--- config.mk ---
export PLATFORM = sky130hd
export DESIGN_NAME = lrp_result_bank
export DESIGN_NICKNAME = d
export VERILOG_FILES = /design/src/verilog/lrp_pkg.sv /design/src/verilog/lrp_check_calc.sv /design/src/verilog/lrp_result_bank.sv
export SDC_FILE = /design/constraint.sdc
export NUM_CORES = 1
export LEC_CHECK = 0
export BUFFER_PORTS_ARGS = -buffer_cell sky130_fd_sc_hd__buf_4
export CAP_MARGIN = 0
export CORE_ASPECT_RATIO = 1.5
export CORE_MARGIN = 1
export CORE_UTILIZATION = 45
export DETAILED_ROUTE_END_ITERATION = 8
export GPL_TIMING_DRIVEN = 0
export PLACE_DENSITY = 0.69
export SLEW_MARGIN = 20
export SYNTH_ARGS = -nofsm -noshare
export SYNTH_HDL_FRONTEND = slang
export SYNTH_SLANG_ARGS = --single-unit
--- constraint.sdc ---
create_clock -name i_core_clk -period 2.81 [get_ports i_core_clk]
set_input_delay 0.281 -clock i_core_clk [delete_from_list [all_inputs] [get_ports i_core_clk]]
set_output_delay 0.281 -clock i_core_clk [all_outputs]
set_load 0.005 [all_outputs]
--- src/verilog/lrp_pkg.sv ---
// Constants and carrier types for the light result word packer
package lrp_pkg;

    // ------------------------------------------------------------
    // Sizes
    // ------------------------------------------------------------
    localparam int unsigned NUM_CHAN   = 2;
    localparam int unsigned EXP_W      = 4;
    localparam int unsigned VAL_W      = 20;
    localparam int unsigned UPPER_W    = 12;
    localparam int unsigned LOWER_W    = 8;
    localparam int unsigned SEQ_W      = 4;
    localparam int unsigned CHK_W      = 4;
    localparam int unsigned WORD_W     = 16;
    localparam int unsigned BYTE_W     = 8;
    localparam int unsigned PTR_W      = 8;

    // ------------------------------------------------------------
    // Register offsets
    // ------------------------------------------------------------
    localparam logic [7:0] CH0_RANGE_AND_UPPER_BITS   = 8'h00;
    localparam logic [7:0] CH0_LOWER_BITS_COUNT_CHECK = 8'h01;
    localparam logic [7:0] CH1_RANGE_AND_UPPER_BITS   = 8'h02;
    localparam logic [7:0] CH1_LOWER_BITS_COUNT_CHECK = 8'h03;
    localparam logic [7:0] QUEUED_CH0_UPPER_WORD      = 8'h04;
    localparam logic [7:0] QUEUED_CH0_LOWER_WORD      = 8'h05;
    localparam logic [7:0] QUEUED_CH1_UPPER_WORD      = 8'h06;
    localparam logic [7:0] QUEUED_CH1_LOWER_WORD      = 8'h07;
    localparam logic [7:0] LOW_LIMIT                  = 8'h08;
    localparam logic [7:0] HIGH_LIMIT                 = 8'h09;
    localparam logic [7:0] MAIN_CONFIGURATION         = 8'h0A;
    localparam logic [7:0] ALERT_AND_BUS_CONFIGURATION = 8'h0B;
    localparam logic [7:0] CONDITION_FLAGS            = 8'h0C;
    localparam logic [7:0] PART_IDENTIFICATION        = 8'h11;

    // ------------------------------------------------------------
    // Field positions and reset values
    // ------------------------------------------------------------
    localparam int unsigned EXP_LSB    = 12;
    localparam int unsigned LOWER_LSB  = 8;
    localparam int unsigned SEQ_LSB    = 4;
    localparam int unsigned CHK_LSB    = 0;
    localparam logic [SEQ_W-1:0]  SEQ_STEP   = 4'h1;
    localparam logic [WORD_W-1:0] WORD_RESET = 16'h0000;
    localparam logic [PTR_W-1:0]  PTR_RESET  = 8'h00;
    localparam logic [PTR_W-1:0]  PTR_STEP   = 8'h01;
    localparam logic [BYTE_W-1:0] BYTE_ZERO  = 8'h00;

    // ------------------------------------------------------------
    // Carriers
    // ------------------------------------------------------------
    typedef struct packed {
        logic [EXP_W-1:0] range_exp;
        logic [VAL_W-1:0] scaled_light_value;
    } lrp_sample_s;

    typedef struct packed {
        logic [EXP_W-1:0] range_exp;
        logic [VAL_W-1:0] scaled_light_value;
        logic [SEQ_W-1:0] sample_seq;
        logic [CHK_W-1:0] check_code;
    } lrp_chan_s;

    typedef struct packed {
        logic             set_ptr;
        logic [PTR_W-1:0] ptr_value;
        logic             byte_rd;
        logic             stop;
    } lrp_port_req_s;

    typedef enum logic [0:0] {
        LRP_HIGH_BYTE = 1'b0,
        LRP_LOW_BYTE  = 1'b1
    } lrp_phase_e;

endpackage

--- src/verilog/lrp_check_calc.sv ---
// Four-bit check code over one channel's exponent, value and sample count
`timescale 1ns/10ps
`default_nettype none
module lrp_check_calc (
    // Sample fields
    input  wire logic [lrp_pkg::EXP_W-1:0] i_range_exp,
    input  wire logic [lrp_pkg::VAL_W-1:0] i_scaled_light_value,
    input  wire logic [lrp_pkg::SEQ_W-1:0] i_sample_seq,
    // Check code, bit n at position n
    output logic      [lrp_pkg::CHK_W-1:0] o_check_code
);
    import lrp_pkg::*;

    logic [VAL_W-1:0] r;
    logic [EXP_W-1:0] e;
    logic [SEQ_W-1:0] c;

    assign r = i_scaled_light_value;
    assign e = i_range_exp;
    assign c = i_sample_seq;

    always_comb begin
        o_check_code[0] = (^e) ^ (^r) ^ (^c);
        o_check_code[1] = c[1] ^ c[3] ^ r[1] ^ r[3] ^ r[5] ^ r[7] ^ r[9] ^ r[11]
                        ^ r[13] ^ r[15] ^ r[17] ^ r[19] ^ e[1] ^ e[3];
        o_check_code[2] = c[3] ^ r[3] ^ r[7] ^ r[11] ^ r[15] ^ r[19] ^ e[3];
        o_check_code[3] = r[3] ^ r[11] ^ r[19];
    end

endmodule
`default_nettype wire

--- src/verilog/lrp_result_bank.sv ---
// Result register bank: per-channel words, check codes and byte read-out
`timescale 1ns/10ps
`default_nettype none
module lrp_result_bank (
    // Clock and reset
    input  wire logic                           i_core_clk,
    input  wire logic                           i_rst_b,
    input  wire logic                           i_gc_reset,
    // Conversion sequencer
    input  wire logic [lrp_pkg::NUM_CHAN-1:0]   i_conv_done,
    input  wire lrp_pkg::lrp_sample_s           i_conv_sample [lrp_pkg::NUM_CHAN],
    // Serial engine side
    input  wire lrp_pkg::lrp_port_req_s         i_port_req,
    input  wire logic                           i_burst_en,
    output logic                                o_rd_valid,
    output logic      [lrp_pkg::BYTE_W-1:0]     o_rd_byte,
    output logic      [lrp_pkg::PTR_W-1:0]      o_rd_ptr,
    output logic                                o_rd_mapped,
    // Stored channel state
    output lrp_pkg::lrp_chan_s                  o_chan [lrp_pkg::NUM_CHAN],
    output logic      [lrp_pkg::NUM_CHAN-1:0]   o_chan_updated
);
    import lrp_pkg::*;

    // ------------------------------------------------------------
    // Local signals
    // ------------------------------------------------------------
    logic                 clear_all;
    lrp_chan_s            chan_r       [NUM_CHAN];
    lrp_chan_s            chan_nxt     [NUM_CHAN];
    logic [CHK_W-1:0]     chk_nxt      [NUM_CHAN];
    logic [NUM_CHAN-1:0]  updated_r;
    logic [WORD_W-1:0]    upper_word   [NUM_CHAN];
    logic [WORD_W-1:0]    lower_word   [NUM_CHAN];

    logic [PTR_W-1:0]     base_ptr_r;
    logic [PTR_W-1:0]     ptr_r;
    logic [PTR_W-1:0]     ptr_nxt;
    lrp_phase_e           phase_r;
    lrp_phase_e           phase_nxt;
    logic [WORD_W-1:0]    sel_word;
    logic                 sel_mapped;
    logic                 rd_valid_r;
    logic [BYTE_W-1:0]    rd_byte_r;
    logic                 mapped_r;

    // General-call reset acts like power-on reset on this bank
    assign clear_all = !i_rst_b || i_gc_reset;

    // ------------------------------------------------------------
    // Per-channel capture
    // ------------------------------------------------------------
    genvar ch;
    generate
        for (ch = 0; ch < NUM_CHAN; ch++) begin : g_chan
            // New count first, so the check covers the value it is stored with
            always_comb begin
                chan_nxt[ch].range_exp          = i_conv_sample[ch].range_exp;
                chan_nxt[ch].scaled_light_value = i_conv_sample[ch].scaled_light_value;
                chan_nxt[ch].sample_seq         = chan_r[ch].sample_seq + SEQ_STEP;
                chan_nxt[ch].check_code         = chk_nxt[ch];
            end

            lrp_check_calc u_check (
                .i_range_exp          (i_conv_sample[ch].range_exp),
                .i_scaled_light_value (i_conv_sample[ch].scaled_light_value),
                .i_sample_seq         (chan_nxt[ch].sample_seq),
                .o_check_code         (chk_nxt[ch])
            );

            // All four fields load in one edge, so one byte read never straddles two samples; the two bytes of a word are not held together
            always_ff @(posedge i_core_clk) begin
                if (clear_all) begin
                    chan_r[ch] <= '0;
                end else if (i_conv_done[ch]) begin
                    chan_r[ch] <= chan_nxt[ch];
                end
            end

            always_ff @(posedge i_core_clk) begin
                if (clear_all) begin
                    updated_r[ch] <= 1'b0;
                end else begin
                    updated_r[ch] <= i_conv_done[ch];
                end
            end

            // Word layout is shared by both channels
            always_comb begin
                upper_word[ch] = {chan_r[ch].range_exp,
                                  chan_r[ch].scaled_light_value[VAL_W-1 -: UPPER_W]};
                lower_word[ch] = {chan_r[ch].scaled_light_value[LOWER_W-1:0],
                                  chan_r[ch].sample_seq,
                                  chan_r[ch].check_code};
            end

            assign o_chan[ch] = chan_r[ch];
        end
    endgenerate

    assign o_chan_updated = updated_r;

    // ------------------------------------------------------------
    // Word select
    // ------------------------------------------------------------
    // Only the live result words are held here; other offsets read zero
    always_comb begin
        sel_word   = WORD_RESET;
        sel_mapped = 1'b1;
        unique case (ptr_r)
            CH0_RANGE_AND_UPPER_BITS:   sel_word = upper_word[0];
            CH0_LOWER_BITS_COUNT_CHECK: sel_word = lower_word[0];
            CH1_RANGE_AND_UPPER_BITS:   sel_word = upper_word[1];
            CH1_LOWER_BITS_COUNT_CHECK: sel_word = lower_word[1];
            default: begin
                sel_word   = WORD_RESET;
                sel_mapped = 1'b0;
            end
        endcase
    end

    // ------------------------------------------------------------
    // Pointer and byte phase
    // ------------------------------------------------------------
    always_comb begin
        ptr_nxt   = ptr_r;
        phase_nxt = phase_r;
        if (i_port_req.set_ptr) begin
            ptr_nxt   = i_port_req.ptr_value;
            phase_nxt = LRP_HIGH_BYTE;
        end else if (i_port_req.stop) begin
            ptr_nxt   = base_ptr_r;
            phase_nxt = LRP_HIGH_BYTE;
        end else if (i_port_req.byte_rd) begin
            unique case (phase_r)
                LRP_HIGH_BYTE: begin
                    phase_nxt = LRP_LOW_BYTE;
                end
                LRP_LOW_BYTE: begin
                    phase_nxt = LRP_HIGH_BYTE;
                    if (i_burst_en) begin
                        ptr_nxt = ptr_r + PTR_STEP;
                    end
                end
            endcase
        end
    end

    always_ff @(posedge i_core_clk) begin
        if (clear_all) begin
            ptr_r   <= PTR_RESET;
            phase_r <= LRP_HIGH_BYTE;
        end else begin
            ptr_r   <= ptr_nxt;
            phase_r <= phase_nxt;
        end
    end

    // Start value that a stop brings the pointer back to
    always_ff @(posedge i_core_clk) begin
        if (clear_all) begin
            base_ptr_r <= PTR_RESET;
        end else if (i_port_req.set_ptr) begin
            base_ptr_r <= i_port_req.ptr_value;
        end
    end

    // ------------------------------------------------------------
    // Byte read-out
    // ------------------------------------------------------------
    // A read arriving with set_ptr or stop is dropped; engine never overlaps them
    always_ff @(posedge i_core_clk) begin
        if (clear_all) begin
            rd_valid_r <= 1'b0;
        end else begin
            rd_valid_r <= i_port_req.byte_rd && !i_port_req.set_ptr && !i_port_req.stop;
        end
    end

    always_ff @(posedge i_core_clk) begin
        if (clear_all) begin
            rd_byte_r <= BYTE_ZERO;
            mapped_r  <= 1'b0;
        end else if (i_port_req.byte_rd && !i_port_req.set_ptr && !i_port_req.stop) begin
            mapped_r <= sel_mapped;
            if (phase_r == LRP_HIGH_BYTE) begin
                rd_byte_r <= sel_word[WORD_W-1 -: BYTE_W];
            end else begin
                rd_byte_r <= sel_word[BYTE_W-1:0];
            end
        end
    end

    assign o_rd_valid  = rd_valid_r;
    assign o_rd_byte   = rd_byte_r;
    assign o_rd_mapped = mapped_r;
    assign o_rd_ptr    = ptr_r;

endmodule
`default_nettype wire

Yosys cells after proc, flatten, opt, wreduce, memory -nomap -nowiden

Memories as Yosys holds them, arrays and structs flattened.
Cells that the tools add are included.

Output and inout port bits: 84
Input bits: 65
Register bits: 29
Bits in writable memories: 64
Memories: 1
Logic and storage cells: 102

Memories:

| memory | words | width | read ports | clocked after memory_dff | write ports | line                  | source |
|---|---|---|---|---|---|---|---|
| chan_r | 2     | 32    | 2          | 0                        | 2           | lrp_result_bank.sv:29 | `lrp_chan_s chan_r [NUM_CHAN];` |

Add/subtract/negate cells: 3
Mux-type cells: 19
Bitwise operators: 49
Equal/unequal tests: 3
Reduce and logical (&&, ||, !) cells: 19

Operator list:

| cell                                                                  | number |
|---|---|
| 32-bit two-way mux                                                    | 2 |
| 16-bit one-hot mux with 4 select lines                                | 1 |
| 8-bit two-way mux                                                     | 6 |
| 1-bit XOR                                                             | 46 |
| 20-bit parity                                                         | 2 |
| 8-bit by 2-bit equality test with 1-bit output, second input constant | 2 |
| 4-bit parity                                                          | 4 |
| 1-bit two-way mux                                                     | 9 |
| 3-bit nonzero test                                                    | 3 |
| 4-bit by 1-bit adder with 4-bit output, second input constant         | 2 |
| 8-bit by 1-bit adder with 8-bit output, second input constant         | 1 |
| 8-bit by 1-bit equality test with 1-bit output, second input constant | 1 |
| 8-bit logical NOT                                                     | 1 |
| 4-bit OR reduction                                                    | 1 |
| 1-bit logical NOT                                                     | 3 |
| 3-bit AND reduction                                                   | 1 |
| 3-bit OR reduction                                                    | 1 |
| 1-bit logical AND                                                     | 2 |
| 1-bit OR                                                              | 2 |
| 1-bit one-hot mux with 2 select lines                                 | 1 |
| 1-bit logical OR                                                      | 1 |
| 1-bit NOT                                                             | 1 |

Logic depth before layout (Yosys ltp)

Depth in word-level cells: 15
Gate-level depth with buffers: 8
Mapped depth without buffers: 7

Modules after synthesis

Synthesis repeated with hierarchy kept, for this count alone.

Cells, all modules: 399
Area, all modules: 4677.0 um^2

Modules (own cells, without submodules):

| module          | sequential area each (um^2) | times used | area an instance (um^2) | cells each |
|---|---|---|---|---|
| lrp_result_bank | 2502.4                      | 1          | 4146.5                  | 349 |
| lrp_check_calc  | 0.0                         | 2          | 265.3                   | 25 |

Worst setup path after synthesis

Ideal clock, no wire load.

Path kind: reg2reg
Start: memory chan_r[0][4] (netlist bit)
End: memory chan_r[0][0] (netlist bit), data pin
Data required time: 2.550 ns
Setup time: 0.260 ns
Arrival time: 1.904 ns
Clock period less this slack: 2.164 ns
Path buffers: 0
Cell stages (with the launch flop): 7
Slack: 0.646 ns
Cell sequence: edfxtp_1 > ha_1 > xnor2_1 > xnor3_1 > xnor3_1 > xnor3_1 > nor2_1

RTL lines:

| what            | line |
|---|---|
| start, declared | lrp_result_bank.sv:29 |

==> run_results.csv <==
group,metric,value,unit
timing,fin_crit,2.37,ns
placed_design,place_inst,683,
drt,wl_per_cell,20.1,um
global_route,antenna_found_initial,0,
placed_design,placed_area,5940,um2
timing,max_freq,421,MHz
drt,drt-initial-drc-count,396,
setup_path,required,2.90,ns
final_layout,n_antenna_cell,0,
synthesis,ys_warn_count,0,
clock_tree,holdBufCountCts,0,
pwr,powerDensity,550,nW/um2
setup_path,reg2reg_setup_slack,0.44,ns
pwr,worst_ir_drop_vdd,0.000496,V
die,start_util,46.2,%
synthesis,ys_types,31,
synthesis,synth_common_cells,"edfxtp_1 (64), and3_1 (50), nand2_1 (34)",
final_layout,postLayoutCellArea,6210,um2
synthesis,synth.most_common_cell,"edfxtp_1",
synthesis,synth_xor_area_share,14.7,%
synthesis,ys.flop_type,"edfxtp_1",
drt,vias,4001,
die,num_rows,45,
final_layout,layout-drive-gt1-share,29.6,%
timing,period_share,84.5,%
synthesis,yosysSeqAreaShare,53.4,%
setup_path,critPathLaunchType,"flop",
timing,hold_ws,0.218,ns
synthesis,netlist.area_leader.share,41.0,%
die,io_pins,149,
worst_hold_path,worstHoldPathType,"input port to flop",
global_route,grt_pass1_wl,21000,um
timing,hold_violations,0,
timing,setup-tns-final,0,ns
final_layout,syn_to_final_growth,32.7,%
clock_tree,cts_root_buf,"clkbuf_16",
pwr,total_power,0.00342,W
die,die-area,10800,um2
setup_path,crit_buf_inv,0,
setup_path,slowest_delay,0.54,ns
synthesis,synthTopCellsByArea,"edfxtp_1 (41%), dfxtp_1 (12%), and3_1 (6.7%)",
drt,routed_via_density,5.72,
die,core,10100,um2
setup_path,slowest_stage,"edfxtp_1",
job,maxCapViolCount,0,
clock_tree,cts_resized,0,
setup_path,cp-end-kind,"flop",
setup_path,critPathArrivalTime,2.47,ns
timing,rsz0062_at_grt,"no",
setup_path,path_max_fanout,6,
global_route,track_usage,26.5,%
global_route,grt_max_degree,33,
drt,ant_nets,0,
timing,finalSetupViolations,0,
clock_tree,postCtsSetupBuffers,0,
placed_design,port_buffers,148,
drt,drcViolationCount,0,
clock_tree,clockBufferDepth,2,
timing,final-max-slew-violation-count,0,
synthesis,synth_mux_area_share,0.428,%
global_route,overflow,0,
setup_path,path_class,"flop to flop",
synthesis,synth_edf_count,64,
clock_tree,cts.clk_slew.worst_paths,0.06,ns
synthesis,synth_area,4680,um2
drt,dr.pass1.iters,5,
synthesis,netlist_instances,418,
setup_path,crit_top_cell,"xnor3_1",
clock_tree,clock_latency,0.34,ns
clock_tree,numCtsBuffers,9,
global_route,grt_pass1_vias,3908,
die,die_x,85.3,um
placed_design,dp_hpwl,10900,um
setup_path,crit_chain,"ha_1, xnor2_1, xnor3_1, xnor3_1, xnor3_1, nor2_1",
pwr,p_leak,2.84,nW
timing,skew,0.00514,ns
final_layout,stdcell_count,699,
synthesis,async_flop_share,0,%
placed_design,gp_congestion,0.888,
run_status,outcome,"complete, no violations",
final_layout,nets,648,
synthesis,ys_seq_elements,93,
die,die_h,127,um
clock_tree,cts_tree,"done",
clock_tree,cts_sinks,93,
synthesis,synth.avg_cell_area,11.2,um2
timing,worst_slew_pin_slew,0.811,ns
synthesis,synth_compound_area_share,11.0,%
timing,worst_slew_margin_rel,46.0,%
synthesis,synth_top_family_by_area,"simple AND/OR/NAND/NOR gates",
synthesis,synth_area_leader_cell,"edfxtp_1",
drt,routed_wirelength,14100,um
synthesis,synthAdderAreaFrac,1.60,%
synthesis,syn_nets,489,
setup_path,path_delay_family,"XOR/XNOR gates",
clock_tree,htree_levels,3,
synthesis,synth_simple_gate_area_share,16.0,%
==> flip-flops by register name, summed over array words and instances, names as in the netlist <==
name / count
o_rd_valid: 1
o_chan_updated: 2
base_ptr_r: 8
o_rd_byte: 8
chan_r: 64
o_rd_ptr: 8
phase_r: 1
o_rd_mapped: 1
==> area by class of cell <==
| class | count | area (um2) |
|---|---|---|
| plain buffers | 28 | 105 |
| clock buffers | 11 | 243 |
| clock inverters | 5 | 26.3 |
| fillers | 873 | 3920 |
| inverters | 8 | 30.0 |
| multi-input cells | 289 | 2050 |
| flip-flops and latches | 93 | 2500 |
| well taps | 117 | 146 |
| repair buffers | 148 | 1110 |
==> routing by layer <==
| layer | track usage, % | wire (um) | vias to the layer above |
|---|---|---|---|
| met5 | 0 | 0 | - |
| met4 | 13.0 | 640 | 0 |
| met3 | 6.31 | 917 | 36 |
| met2 | 46.4 | 7270 | 211 |
| met1 | 30.2 | 5260 | 1917 |
| li1 | - | - | 1837 |
==> power breakdown <==
| part | leakage, nW | internal, W | switching [W] |
|---|---|---|---|
| Combinational | 1.74 | 0.000399 | 0.000280 |
| Clock | 0.133 | 0.000616 | 0.000495 |
| Sequential | 0.972 | 0.00155 | 0.0000786 |
==> worst reg2reg max path, delay by kind of cell (launching register included) <==
kind / cells / cell delay [ns]
DFF: 1 / 0.54
xor gates and xnor gates: 4 / 1.17
adders and majority gates: 1 / 0.38
and+or+nand+nor: 1 / 0.04
==> placed cells by master (no fill, tap or decap), drive strengths merged, types with 4 or more instances in the layout <==
master / n
buf: 149
edfxtp: 64
and3: 52
clkbuf: 38
nand2: 34
a22oi: 30
xnor2: 30
dfxtp: 29
nor2: 23
a21oi: 23
nand3: 14
o21ai: 14
nand2b: 14
xor2: 13
xnor3: 12
inv: 8
o211ai: 7
a31oi: 6
ha: 6
clkinv: 4
==> cell families (layout without fill, tap and decap cells) <==
| kind of cell | Yosys count | after routing |
|---|---|---|
| and+or+nand+nor | 144 | 144 |
| DFF | 93 | 93 |
| AOI/OAI and AO/OA | 82 | 82 |
| xor gates and xnor gates | 55 | 55 |
| buffers and inverters | 36 | 200 |
| adders and majority gates | 6 | 6 |
| muxes | 2 | 2 |
==> final timing paths <==
path / startpoint / end / cells past startpoint
worst max-delay path: chan_r[1][4] / chan_r[1][0] / 6
worst min-delay path: i_port_req[2] / base_ptr_r[0] / 3
worst max register to register: chan_r[1][4] / chan_r[1][0] / 6
worst min register to register: o_rd_byte[2] / o_rd_byte[2] / 2
==> per-stage QoR <==
step | worst slack, ns | utilization (%)
after floorplan | 0.646 | -
after global placement | 0.158 | 58.6
after detailed placement | 0.433 | 58.7
after CTS | 0.421 | 61.3
after global routing | 0.267 | 61.3
final | 0.435 | 61.3
Note: power is estimated with default switching activity, not from simulation.
